**src/logic/cbs_defines.vh**
```
`ifndef CBS_DEFINES_VH
`define CBS_DEFINES_VH

// position of the wake oscillator enable in the second configuration byte
`define CBS_WOE_BIT        0

// reset values of the stored selects and of the bank status
`define CBS_SEL_A_RST      1'h0
`define CBS_SEL_B_RST      1'h0
`define CBS_STATUS_RST     1'h1

// device state codes, also driven out on dev_state
`define CBS_ST_OFF         2'h0
`define CBS_ST_A           2'h1
`define CBS_ST_B           2'h2

// schedule phases of the wake oscillator
`define CBS_PH_OFF         1'h0
`define CBS_PH_ON          1'h1

// timing tick of the duration counter
`define CBS_CLK_PERIOD_NS  10
`define CBS_TICK_NS        1000
`define CBS_TICK_CYC       (`CBS_TICK_NS / `CBS_CLK_PERIOD_NS)
`define CBS_PRE_W          7

`endif

```
**src/logic/cbs_timer.v**
```verilog
`timescale 1ns/1ps
`include "cbs_defines.vh"

// duration counter: a fixed tick prescaler and a 4-bit down-counter.
// a duration of field value n lasts n+1 ticks, so a zero field never stalls
module cbs_timer (
  core_clk,
  rst,
  load,
  load_val,
  done
);
  input  wire       core_clk;
  input  wire       rst;
  input  wire       load;
  input  wire [3:0] load_val;
  output wire       done;

  reg [`CBS_PRE_W-1:0] pre_r;
  reg [3:0]            cnt_r;
  wire                 tick;

  assign tick = (pre_r == `CBS_TICK_CYC - 1);
  // no load term here: the reload that done causes must not feed back into done
  assign done = tick & (cnt_r == 4'h0);

  // prescaler restarts with each load so every period starts on a full tick
  always @(posedge core_clk) begin
    if (rst || load || tick) begin
      pre_r <= {`CBS_PRE_W{1'h0}};
    end else begin
      pre_r <= pre_r + 1'h1;
    end
  end

  // reload at the start of each state, count down on ticks
  always @(posedge core_clk) begin
    if (rst) begin
      cnt_r <= 4'h0;
    end else if (load) begin
      cnt_r <= load_val;
    end else if (tick && cnt_r != 4'h0) begin
      cnt_r <= cnt_r - 4'h1;
    end
  end
endmodule

```
**src/logic/cbs_ctrl.v**
```verilog
// Behaviour
// - select B low gives bank A; A low, B high gives B; both high alternate.
// - bank status bit reads the same through either bank.
// - bank status is 1 for bank A active, 0 for bank B active.
// - oscillator off and pin high: only single-bank selects pick the bank.
// - new selects take effect when config select returns high.
// - oscillator off, host-driven wake pin switches device off and on.
// - wake pin low puts device OFF in every scheme except oscillator mode with the pin undriven.
// - a message in progress holds state A or B until it ends.
// - wake-pin dual mode: status inverts on each wake pin falling edge.
// - any SPI access in dual mode restarts the sequence at state A.
// - oscillator enable set: internal oscillator schedules ON and OFF.
// - driven wake pin overrides oscillator; undriven pin leaves oscillator in charge.
// - oscillator dual mode: status inverts at end of each A or B period.
// - pin forced high in oscillator mode freezes bank and stops toggling.
// - A timed by bank A on time, B by bank B, OFF by bank A.
// - pin high enters ON of current status bank until release and message end.
// - pin released while OFF: the running OFF period completes first.
// - stretched or cut states do not shift the following schedule.
// - all configuration and status bits reachable through the SPI port.
// - power-on reset loads defaults into selects and status.
// - oscillator enable is bit 0 of the second configuration register.
`timescale 1ns/1ps
`include "cbs_defines.vh"

module cbs_ctrl (
  core_clk,
  rst,
  bank_a_select,
  bank_b_select,
  config2_a,
  tx_mode_flag,
  on_time_field_a,
  on_time_field_b,
  off_time_field_a,
  config_select_n,
  wake_pin,
  wake_pin_driven,
  spi_access,
  msg_active,
  active_bank_status,
  dev_state,
  dev_on,
  cfg_bank_b,
  sched_on
);
  input  wire       core_clk;
  input  wire       rst;
  input  wire       bank_a_select;
  input  wire       bank_b_select;
  input  wire [7:0] config2_a;
  input  wire       tx_mode_flag;
  input  wire [3:0] on_time_field_a;
  input  wire [3:0] on_time_field_b;
  input  wire [2:0] off_time_field_a;
  input  wire       config_select_n;
  input  wire       wake_pin;
  input  wire       wake_pin_driven;
  input  wire       spi_access;
  input  wire       msg_active;
  output wire       active_bank_status;
  output wire [1:0] dev_state;
  output wire       dev_on;
  output wire       cfg_bank_b;
  output wire       sched_on;

  // synchroniser stages; first stages feed only the second stages
  reg        wake_m_r;
  reg        wake_s_r;
  reg        wake_d_r;
  reg        cfgn_m_r;
  reg        cfgn_s_r;
  reg        cfgn_d_r;

  // applied bank selects and bank status
  reg        sel_a_r;
  reg        sel_b_r;
  reg        status_r;
  reg        status_nxt;

  // device state and oscillator schedule
  reg  [1:0] state_r;
  reg  [1:0] state_nxt;
  reg        phase_r;
  reg        phase_nxt;
  reg        osc_en_d_r;

  wire       wake_fall;
  wire       cfg_exit;
  wire       cfg_mode;
  wire       osc_en;
  wire       dual;
  wire       forced_hi;
  reg        want_on;
  wire       t_done;
  reg        t_load;
  reg  [3:0] t_val;
  wire       hold;
  wire       exit_status;

  // wake pin: two flops, third flop only for edge detection
  always @(posedge core_clk) begin
    if (rst) begin
      wake_m_r <= 1'h0;
      wake_s_r <= 1'h0;
      wake_d_r <= 1'h0;
    end else begin
      wake_m_r <= wake_pin;
      wake_s_r <= wake_m_r;
      wake_d_r <= wake_s_r;
    end
  end

  // config select: reset to its idle high level so reset makes no false exit
  always @(posedge core_clk) begin
    if (rst) begin
      cfgn_m_r <= 1'h1;
      cfgn_s_r <= 1'h1;
      cfgn_d_r <= 1'h1;
    end else begin
      cfgn_m_r <= config_select_n;
      cfgn_s_r <= cfgn_m_r;
      cfgn_d_r <= cfgn_s_r;
    end
  end

  assign wake_fall = wake_d_r & ~wake_s_r;
  assign cfg_exit  = ~cfgn_d_r & cfgn_s_r;
  assign cfg_mode  = ~cfgn_s_r & wake_s_r;

  // oscillator enable bit of the second configuration register
  assign osc_en    = config2_a[`CBS_WOE_BIT];

  // dual bank only with both selects set; transmitter use is the host's duty
  assign dual      = sel_a_r & sel_b_r;

  // status that the selects being applied give: A unless only B is chosen
  assign exit_status = bank_a_select | ~bank_b_select;

  // a driven-high pin in oscillator mode freezes the bank
  assign forced_hi = osc_en & wake_pin_driven & wake_s_r;

  // whether the device should be ON right now.
  // a driven pin overrides the oscillator, an undriven pin leaves it in charge;
  // with the oscillator on the undriven pin level is not read, since a floating input means nothing
  always @* begin
    want_on = 1'h0;
    if (!osc_en) begin
      want_on = wake_s_r;
    end else if (wake_pin_driven) begin
      want_on = wake_s_r;
    end else begin
      want_on = (phase_r == `CBS_PH_ON);
    end
  end

  // a message keeps the present ON state alive
  assign hold      = msg_active & (state_r != `CBS_ST_OFF);

  // selects are taken only when configuration mode ends, never mid-access.
  // single-bank combinations alone matter in direct control with the pin held high
  always @(posedge core_clk) begin
    if (rst) begin
      sel_a_r <= `CBS_SEL_A_RST;
      sel_b_r <= `CBS_SEL_B_RST;
    end else if (cfg_exit) begin
      sel_a_r <= bank_a_select;
      sel_b_r <= bank_b_select;
    end
  end

  // bank status: fixed by single selects, toggled in dual mode.
  // the exit takes the value of the selects being applied, so a move into
  // dual mode restarts at A at once instead of keeping the old single bank
  always @* begin
    status_nxt = status_r;
    if (cfg_exit) begin
      status_nxt = exit_status;
    end else if (!dual) begin
      status_nxt = ~sel_b_r;
    end else if (spi_access) begin
      status_nxt = 1'h1;
    end else if (forced_hi) begin
      status_nxt = status_r;
    end else if (!osc_en && wake_fall) begin
      status_nxt = ~status_r;
    end else if (osc_en && phase_r == `CBS_PH_ON && t_done) begin
      status_nxt = ~status_r;
    end
  end

  always @(posedge core_clk) begin
    if (rst) begin
      status_r <= `CBS_STATUS_RST;
    end else begin
      status_r <= status_nxt;
    end
  end

  // oscillator schedule runs on its own timer whatever the device does,
  // so a held or forced state never shifts later periods
  always @* begin
    phase_nxt = phase_r;
    if (!osc_en) begin
      phase_nxt = `CBS_PH_OFF;
    end else if (t_done) begin
      phase_nxt = ~phase_r;
    end
  end

  always @(posedge core_clk) begin
    if (rst) begin
      phase_r <= `CBS_PH_OFF;
    end else begin
      phase_r <= phase_nxt;
    end
  end

  // delayed enable marks the first cycle of oscillator control
  always @(posedge core_clk) begin
    if (rst) begin
      osc_en_d_r <= 1'h0;
    end else begin
      osc_en_d_r <= osc_en;
    end
  end

  // reload at each phase change and when the oscillator is just enabled;
  // while disabled the counter is held loaded so no stale tick ends a period
  always @* begin
    t_load = 1'h0;
    if (!osc_en) begin
      t_load = 1'h1;
    end else if (!osc_en_d_r) begin
      t_load = 1'h1;
    end else if (phase_nxt != phase_r) begin
      t_load = 1'h1;
    end
  end

  // on period length follows the bank that the next ON will use
  always @* begin
    t_val = {1'h0, off_time_field_a};
    if (phase_nxt == `CBS_PH_ON) begin
      if (status_nxt) begin
        t_val = on_time_field_a;
      end else begin
        t_val = on_time_field_b;
      end
    end
  end

  cbs_timer u_timer (
    .core_clk (core_clk),
    .rst      (rst),
    .load     (t_load),
    .load_val (t_val),
    .done     (t_done)
  );

  // device state: OFF, or ON with the bank that status names.
  // configuration mode leaves the analog state as it was
  always @* begin
    state_nxt = state_r;
    case (state_r)
      `CBS_ST_OFF: begin
        if (want_on && !cfg_mode) begin
          state_nxt = status_nxt ? `CBS_ST_A : `CBS_ST_B;
        end
      end
      `CBS_ST_A, `CBS_ST_B: begin
        if (hold || cfg_mode) begin
          state_nxt = state_r;
        end else if (!want_on) begin
          state_nxt = `CBS_ST_OFF;
        end else begin
          state_nxt = status_nxt ? `CBS_ST_A : `CBS_ST_B;
        end
      end
      default: begin
        state_nxt = `CBS_ST_OFF;
      end
    endcase
  end

  always @(posedge core_clk) begin
    if (rst) begin
      state_r <= `CBS_ST_OFF;
    end else begin
      state_r <= state_nxt;
    end
  end

  // the same status flop feeds both register bank read paths
  assign active_bank_status = status_r;
  assign dev_state          = state_r;
  assign dev_on             = (state_r != `CBS_ST_OFF);
  assign cfg_bank_b         = (state_r == `CBS_ST_B);
  assign sched_on           = phase_r;
endmodule

```
**config.mk**
```make
export PLATFORM = sky130hd
export DESIGN_NAME = cbs_ctrl
export DESIGN_NICKNAME = d
export VERILOG_FILES = /design/src/logic/cbs_timer.v /design/src/logic/cbs_ctrl.v
export VERILOG_INCLUDE_DIRS = /design/src /design/src/logic
export SDC_FILE = /design/constraint.sdc
export NUM_CORES = 1
export LEC_CHECK = 0
export BUFFER_PORTS_ARGS = -buffer_cell sky130_fd_sc_hd__buf_2
export CORE_UTILIZATION = 30
export DETAILED_ROUTE_END_ITERATION = 7
export SLEW_MARGIN = 10
export SYNTH_ARGS = -nofsm -noshare
export SYNTH_HDL_FRONTEND = slang
export SYNTH_SLANG_ARGS = --single-unit
```
**constraint.sdc**
```tcl
create_clock -name core_clk -period 5.62 [get_ports core_clk]
set_clock_uncertainty 0.15 [all_clocks]
set_input_delay 0.843 -clock core_clk [delete_from_list [all_inputs] [get_ports core_clk]]
set_output_delay 0.843 -clock core_clk [all_outputs]
set_load 0.01 [all_outputs]
```
Yosys cells after proc, flatten, opt, wreduce, memory -nomap -nowiden
Index checks and enable logic that the tools add are counted.

Add/subtract/negate cells: 2. Eq/ne operators: 6. Muxes and demuxes: 22. Bitwise operators: 16. Reduce and logical (&&, ||, !) cells: 17.

Operators with widths (count): $mux 4 (4); $mux 1 (13); $and 1x1->1 (8); $mux 2 (4); $add 7x1->7 const B (1); $eq 7x7->1 const B (1); $not 1->1 (7); $logic_and 1x1->1 (5); $logic_not 4->1 (1); $ne 2x2->1 const B (2); $pmux 2 s2 (1); $reduce_bool 2->1 (2); $reduce_bool 4->1 (1); $sub 4x1->4 const B (1); $logic_or 1x1->1 (3); $eq 2x1->1 const B (1); $eq 2x2->1 const B (1); $logic_not 1->1 (2); $logic_not 2->1 (1); $reduce_and 2->1 (1); $reduce_or 2->1 (1); $ne 1x1->1 (1); $or 1x1->1 (1).

Register bits after elaboration: 24. Bits of input ports: 29. Output and inout bits: 6. Logic and storage cells: 77.

Depth between registers and ports, before layout
Word-level depth: 13. Mapped depth: 8. Gate-level depth less buffers: 8.

Cells and area by module
From an unflattened synthesis, not the netlist that was laid out.

Cells, all modules: 148. Area total of the unflattened synthesis: 1282.5 um^2.

By module, submodules not included: cbs_ctrl (times used 1, cells an instance 81, area each 695.7 um^2, seq. area each 260.2 um^2); cbs_timer (times used 1, cells an instance 67, area each 586.8 um^2, seq. area each 220.2 um^2).

Worst setup path after synthesis
OpenSTA, ideal clock, no wires.

Path kind: in2reg. From: in config2_a[0]. To: reg u_timer.cnt_r[2]. Setup time: 0.088 ns. Arrival time: 2.231 ns. Data required time: 5.382 ns. Slack: 3.151 ns. Stages: 6. Path buffers: 1. Cells stage by stage: clkbuf_1 -> and3b_1 -> o21ai_0 -> and3_4 -> mux2_4 -> a311oi_2.

Cells in the longest elaborated chain, start to end: 11. Elaborated cells between the ends (all ways): 21. Those cells by class: eq/ne (1); mux (13); bitwise (2); reduce/logical (5).

RTL lines: start, declared (RTL line cbs_ctrl.v:51) `input wire [7:0] config2_a;`; $logic_and 1x1->1 (no source line); $logic_and 1x1->1 (RTL line cbs_ctrl.v:187) `` end else if (osc_en && phase_r == `CBS_PH_ON && t_done) begin ``; $mux 1 (RTL line cbs_ctrl.v:187); $mux 1 (RTL line cbs_ctrl.v:185) `end else if (!osc_en && wake_fall) begin`; $mux 1 (RTL line cbs_ctrl.v:183) `end else if (forced_hi) begin`; $mux 1 (RTL line cbs_ctrl.v:181) `end else if (spi_access) begin`; $mux 1 (RTL line cbs_ctrl.v:179) `end else if (!dual) begin`; $mux 1 (RTL line cbs_ctrl.v:177) `if (cfg_exit) begin`; $mux 4 (RTL line cbs_ctrl.v:245) `if (status_nxt) begin`; $mux 4 (RTL line cbs_ctrl.v:244) `` if (phase_nxt == `CBS_PH_ON) begin ``; $mux 4 (RTL line cbs_timer.v:40) `end else if (load) begin`; end signal, assigned (RTL line cbs_timer.v:41) `cnt_r <= load_val;`; end signal, assigned (RTL line cbs_timer.v:43) `cnt_r <= cnt_r - 4'h1;`; end, declared (RTL line cbs_timer.v:20) `reg [3:0] cnt_r;`.

Parallel ways exist; a longest one is shown, timed or not. A chain may end at the register's enable or synchronous reset.

Worst setup path in the final report
From: reg u_timer.cnt_r[0]. To: reg state_r[0], in the netlist dev_state[0].

Cells in the longest elaborated chain, start to end: 13. Elaborated cells between the ends (all ways): 14. Those cells by class: mux (11); bitwise (1); reduce/logical (2).

RTL lines: $logic_not 4->1 * (RTL line cbs_timer.v:25) `assign done = tick & (cnt_r == 4'h0);`; $and 1x1->1 * (RTL line cbs_timer.v:25); $logic_and 1x1->1 * (RTL line cbs_ctrl.v:187); $mux 1 * (RTL line cbs_ctrl.v:187); $mux 1 * (RTL line cbs_ctrl.v:185); $mux 1 * (RTL line cbs_ctrl.v:183); $mux 1 * (RTL line cbs_ctrl.v:181); $mux 1 * (RTL line cbs_ctrl.v:179); $mux 1 * (RTL line cbs_ctrl.v:177); $mux 2 (no source line) *; $mux 2 (RTL line cbs_ctrl.v:274) `end else if (!want_on) begin`; $mux 2 (RTL line cbs_ctrl.v:272) `if (hold || cfg_mode) begin`; $pmux 2 s2 * (RTL line cbs_ctrl.v:265) `case (state_r)`; end signal, assigned (RTL line cbs_ctrl.v:288) `` state_r <= `CBS_ST_OFF; ``; end signal, assigned (RTL line cbs_ctrl.v:290) `state_r <= state_nxt;`; end, declared (RTL line cbs_ctrl.v:82) `reg [1:0] state_r;`.

Mark *: on every way between the ends. The rest lies on a longest branch, timed or not. The select of a mux whose other input is x is not followed.

==> flow_summary.json <==
{
  "outcome": "completed",
  "wl_per_cell_microns": 10.9,
  "yosysWarnings": 0,
  "hold_violations": 0,
  "vias_per_cell": 4.89,
  "max_freq_mhz": 411,
  "io_buffer_count": 26,
  "synth-main-ff-cell": "dfxtp_1",
  "synth_cell_types": 39,
  "synth_edf_count": 0,
  "grt.total_usage": 0.121,
  "critical_path.top_delay_family": "simple AND/OR/NAND/NOR gates",
  "switching_share": 0.237,
  "cts-hold-fix-buffers": 0,
  "n_antenna_cell": 0,
  "worstMarginPinSlew_ns": 0.627,
  "cp-start-kind": "register",
  "maxCapViolations": 0,
  "synth_xor_area_frac": 0.0392,
  "avgSynthCellArea_sq_um": 8.32,
  "ant_nets": 0,
  "numClockSinks": 24,
  "die_width_microns": 68.8,
  "finalHoldWorstSlack_ns": 0.260,
  "io_pins": 35,
  "power.share.clock": 0.318,
  "drive_gt1_frac": 0.231,
  "cp_cell_sequence": "inv_1 > ha_1 > nor3b_2 > nand4_2 > mux2_4 > a41oi_1 > nand2b_1 > a21oi_1",
  "wl_microns": 2580,
  "htreeDepth": 1,
  "path_clk_slew_ns": 0.08,
  "leakagePower_nw": 0.664,
  "share_seq_of_total_power": 0.563,
  "seq_area_sq_um": 480,
  "critical_path_buf_inv_count": 1,
  "synth_mux_area_frac": 0.0532,
  "vdd_ir_drop_max_uv": 93.7,
  "synth_area_sq_um": 1340,
  "synthAdderAreaFrac": 0.0560,
  "critPathKind": "register to register",
  "crit_path_end_kind": "register",
  "crit_fanout": 5,
  "slowest_stage": "a41oi_1",
  "drt_pass1_iterations": 4,
  "core_sq_um": 4140,
  "n_fill_cell": 452,
  "cp.arrival_ns": 2.43,
  "slew_viol_final": 0,
  "critPathRequiredTime_ns": 5.61,
  "layout.nets": 223,
  "p_comb_frac": 0.119,
  "place_ws_ns": 2.96,
  "clock_latency_ns": 0.27,
  "vias": 1153,
  "multi_input_area_sq_um": 815,
  "die_h_microns": 68.8,
  "antenna_found_initial": 0,
  "synth-compound-area-share": 0.146,
  "layout_min_cycle_time_ns": 2.43,
  "rsz0062_at_grt": "false",
  "grt-ovfl-total": 0,
  "cts_made_buffers": 3,
  "drc_errors": 0,
  "drtIter0Drc": 54,
  "grt_pass1_wl_microns": 4220,
  "rows": 23,
  "total_power_uw": 316,
  "dieArea_sq_um": 4740,
  "fin_crit_sh": 0.433,
  "gp_congestion": 0.795,
  "cts_setup_buffers": 0,
  "hold_class": "register to register",
  "ys_seq_area_frac": 0.359,
  "ys_ff_latch": 24,
  "synth_top_family_by_area": "simple AND/OR/NAND/NOR gates",
  "syn_nets": 196,
  "p_switching_uw": 74.9,
  "synth-simple-area-share": 0.314,
  "fin_ws_ns": 3.19,
  "synth_async_sr_flop_share": 0,
  "start_util": 0.323,
  "grt_max_degree": 18,
  "cts_root_buf": "clkbuf_8",
  "dp_hpwl_microns": 2020,
  "syn_to_final_growth_pct": 16.3,
  "setup_violations": 0,
  "clock_path_buffers": 2,
  "tritoncts": "yes",
  "grt_pass1_vias": 975,
  "postCtsResizedCells": 0,
  "power.density_nw_per_um2": 202,
  "setup_tns_ns": 0,
  "netlist_instances": 161,
  "crit_path_max_incr_delay_ns": 0.46,
  "internal_power_uw": 241,
  "slew_headroom": 0.578
}
==> cell usage in the layout, fill, tap and decap left out, types with 4 or more instances in the layout <==
cell type / count
a21oi_1: 12
and3_1: 4
buf_2: 26
dfxtp_1: 24
ha_1: 6
inv_1: 8
nand2_1: 14
nand2b_1: 5
nand3_1: 7
nor2_1: 16
nor2b_1: 7
o21ai_0: 8
or2_2: 5
xnor2_1: 4
==> layout make-up <==
type,count,share of cell area
clock buffer,3,0.0265
inverter,8,0.0193
multi-input combinational,125,0.522
sequential,24,0.308
tap,50,0.0401
timing repair buffer,26,0.0835
==> flip-flops by register name, indices dropped and copies added (netlist names) <==
| signal | cells |
|---|---|
| active_bank_status | 1 |
| cfgn_d_r | 1 |
| cfgn_m_r | 1 |
| cfgn_s_r | 1 |
| dev_state | 2 |
| osc_en_d_r | 1 |
| sched_on | 1 |
| sel_a_r | 1 |
| sel_b_r | 1 |
| u_timer.cnt_r | 4 |
| u_timer.pre_r | 7 |
| wake_d_r | 1 |
| wake_m_r | 1 |
| wake_s_r | 1 |
==> worst paths after layout <==
check / start / to / slack [ns] / cells past startpoint
max: u_timer.cnt_r[0]$_SDFFE_PP0P_ / dev_state[0]$_SDFFE_PP0P_ / 3.19 / 8
min: cfgn_m_r$_SDFF_PP1_ / cfgn_s_r$_SDFF_PP1_ / 0.26 / 1
max reg2reg: u_timer.cnt_r[0]$_SDFFE_PP0P_ / dev_state[0]$_SDFFE_PP0P_ / 3.19 / 8
min reg2reg: cfgn_m_r$_SDFF_PP1_ / cfgn_s_r$_SDFF_PP1_ / 0.26 / 1
==> worst register-to-register path: cells and delay by family (launching register included) <==
family	cells	cell delay, ns
fa+ha+maj	1	0.17
buf+inv	1	0.10
compound gates	2	0.52
flops	1	0.33
mux	1	0.34
simple gates	3	0.70
==> synthesized netlist by cell type, types with 3 or more instances <==
master,instances,area share
clkbuf_1,4,0.011
mux2i_1,3,0.022
dfxtp_1,24,0.36
and3_1,4,0.019
inv_1,8,0.022
nor3_1,3,0.011
nand2_1,14,0.039
o21ai_0,8,0.030
nor2b_1,7,0.033
nand3_1,7,0.026
or2_2,5,0.023
a21oi_1,12,0.045
xnor2_1,4,0.026
nand2b_1,5,0.023
ha_1,6,0.056
nor2_1,16,0.045
==> power by group through the flow <==
stage	registers [mW]	clock network [mW]	logic, mW
after floorplan	0.181	0	0.0242
after global placement	0.182	0	0.0377
after detailed placement	0.182	0	0.0378
after CTS	0.178	0.105	0.0380
after global routing	0.179	0.111	0.0425
final	0.178	0.100	0.0376
==> kinds of logic after synthesis <==
family,Yosys count
AO/OA/AOI/OAI,31
adder cells (fa/ha/maj),6
AND/OR/NAND/NOR,76
multiplexers,6
buffers and inverters,12
XOR/XNOR,6
flip-flops,24
==> stage by stage <==
step                std cells  instance area [sq um]   util
CTS                       236                   1560  0.376
floorplan                 161                   1340      -
finish                    236                   1560  0.376
detailed placement        233                   1520  0.366
global placement          233                   1520  0.366
global route              236                   1560  0.376
==> metal layers <==
layer | vias to the layer above | global-route usage | part of all wire
met2 | 25 | 0.195 | 0.45
met3 | 5 | 0.0477 | 0.061
li1 | 610 | - | -
met4 | 0 | 0.0306 | 0.0093
met5 | - | 0 | 0
met1 | 513 | 0.149 | 0.48
Power figures use the tool's default switching activity.
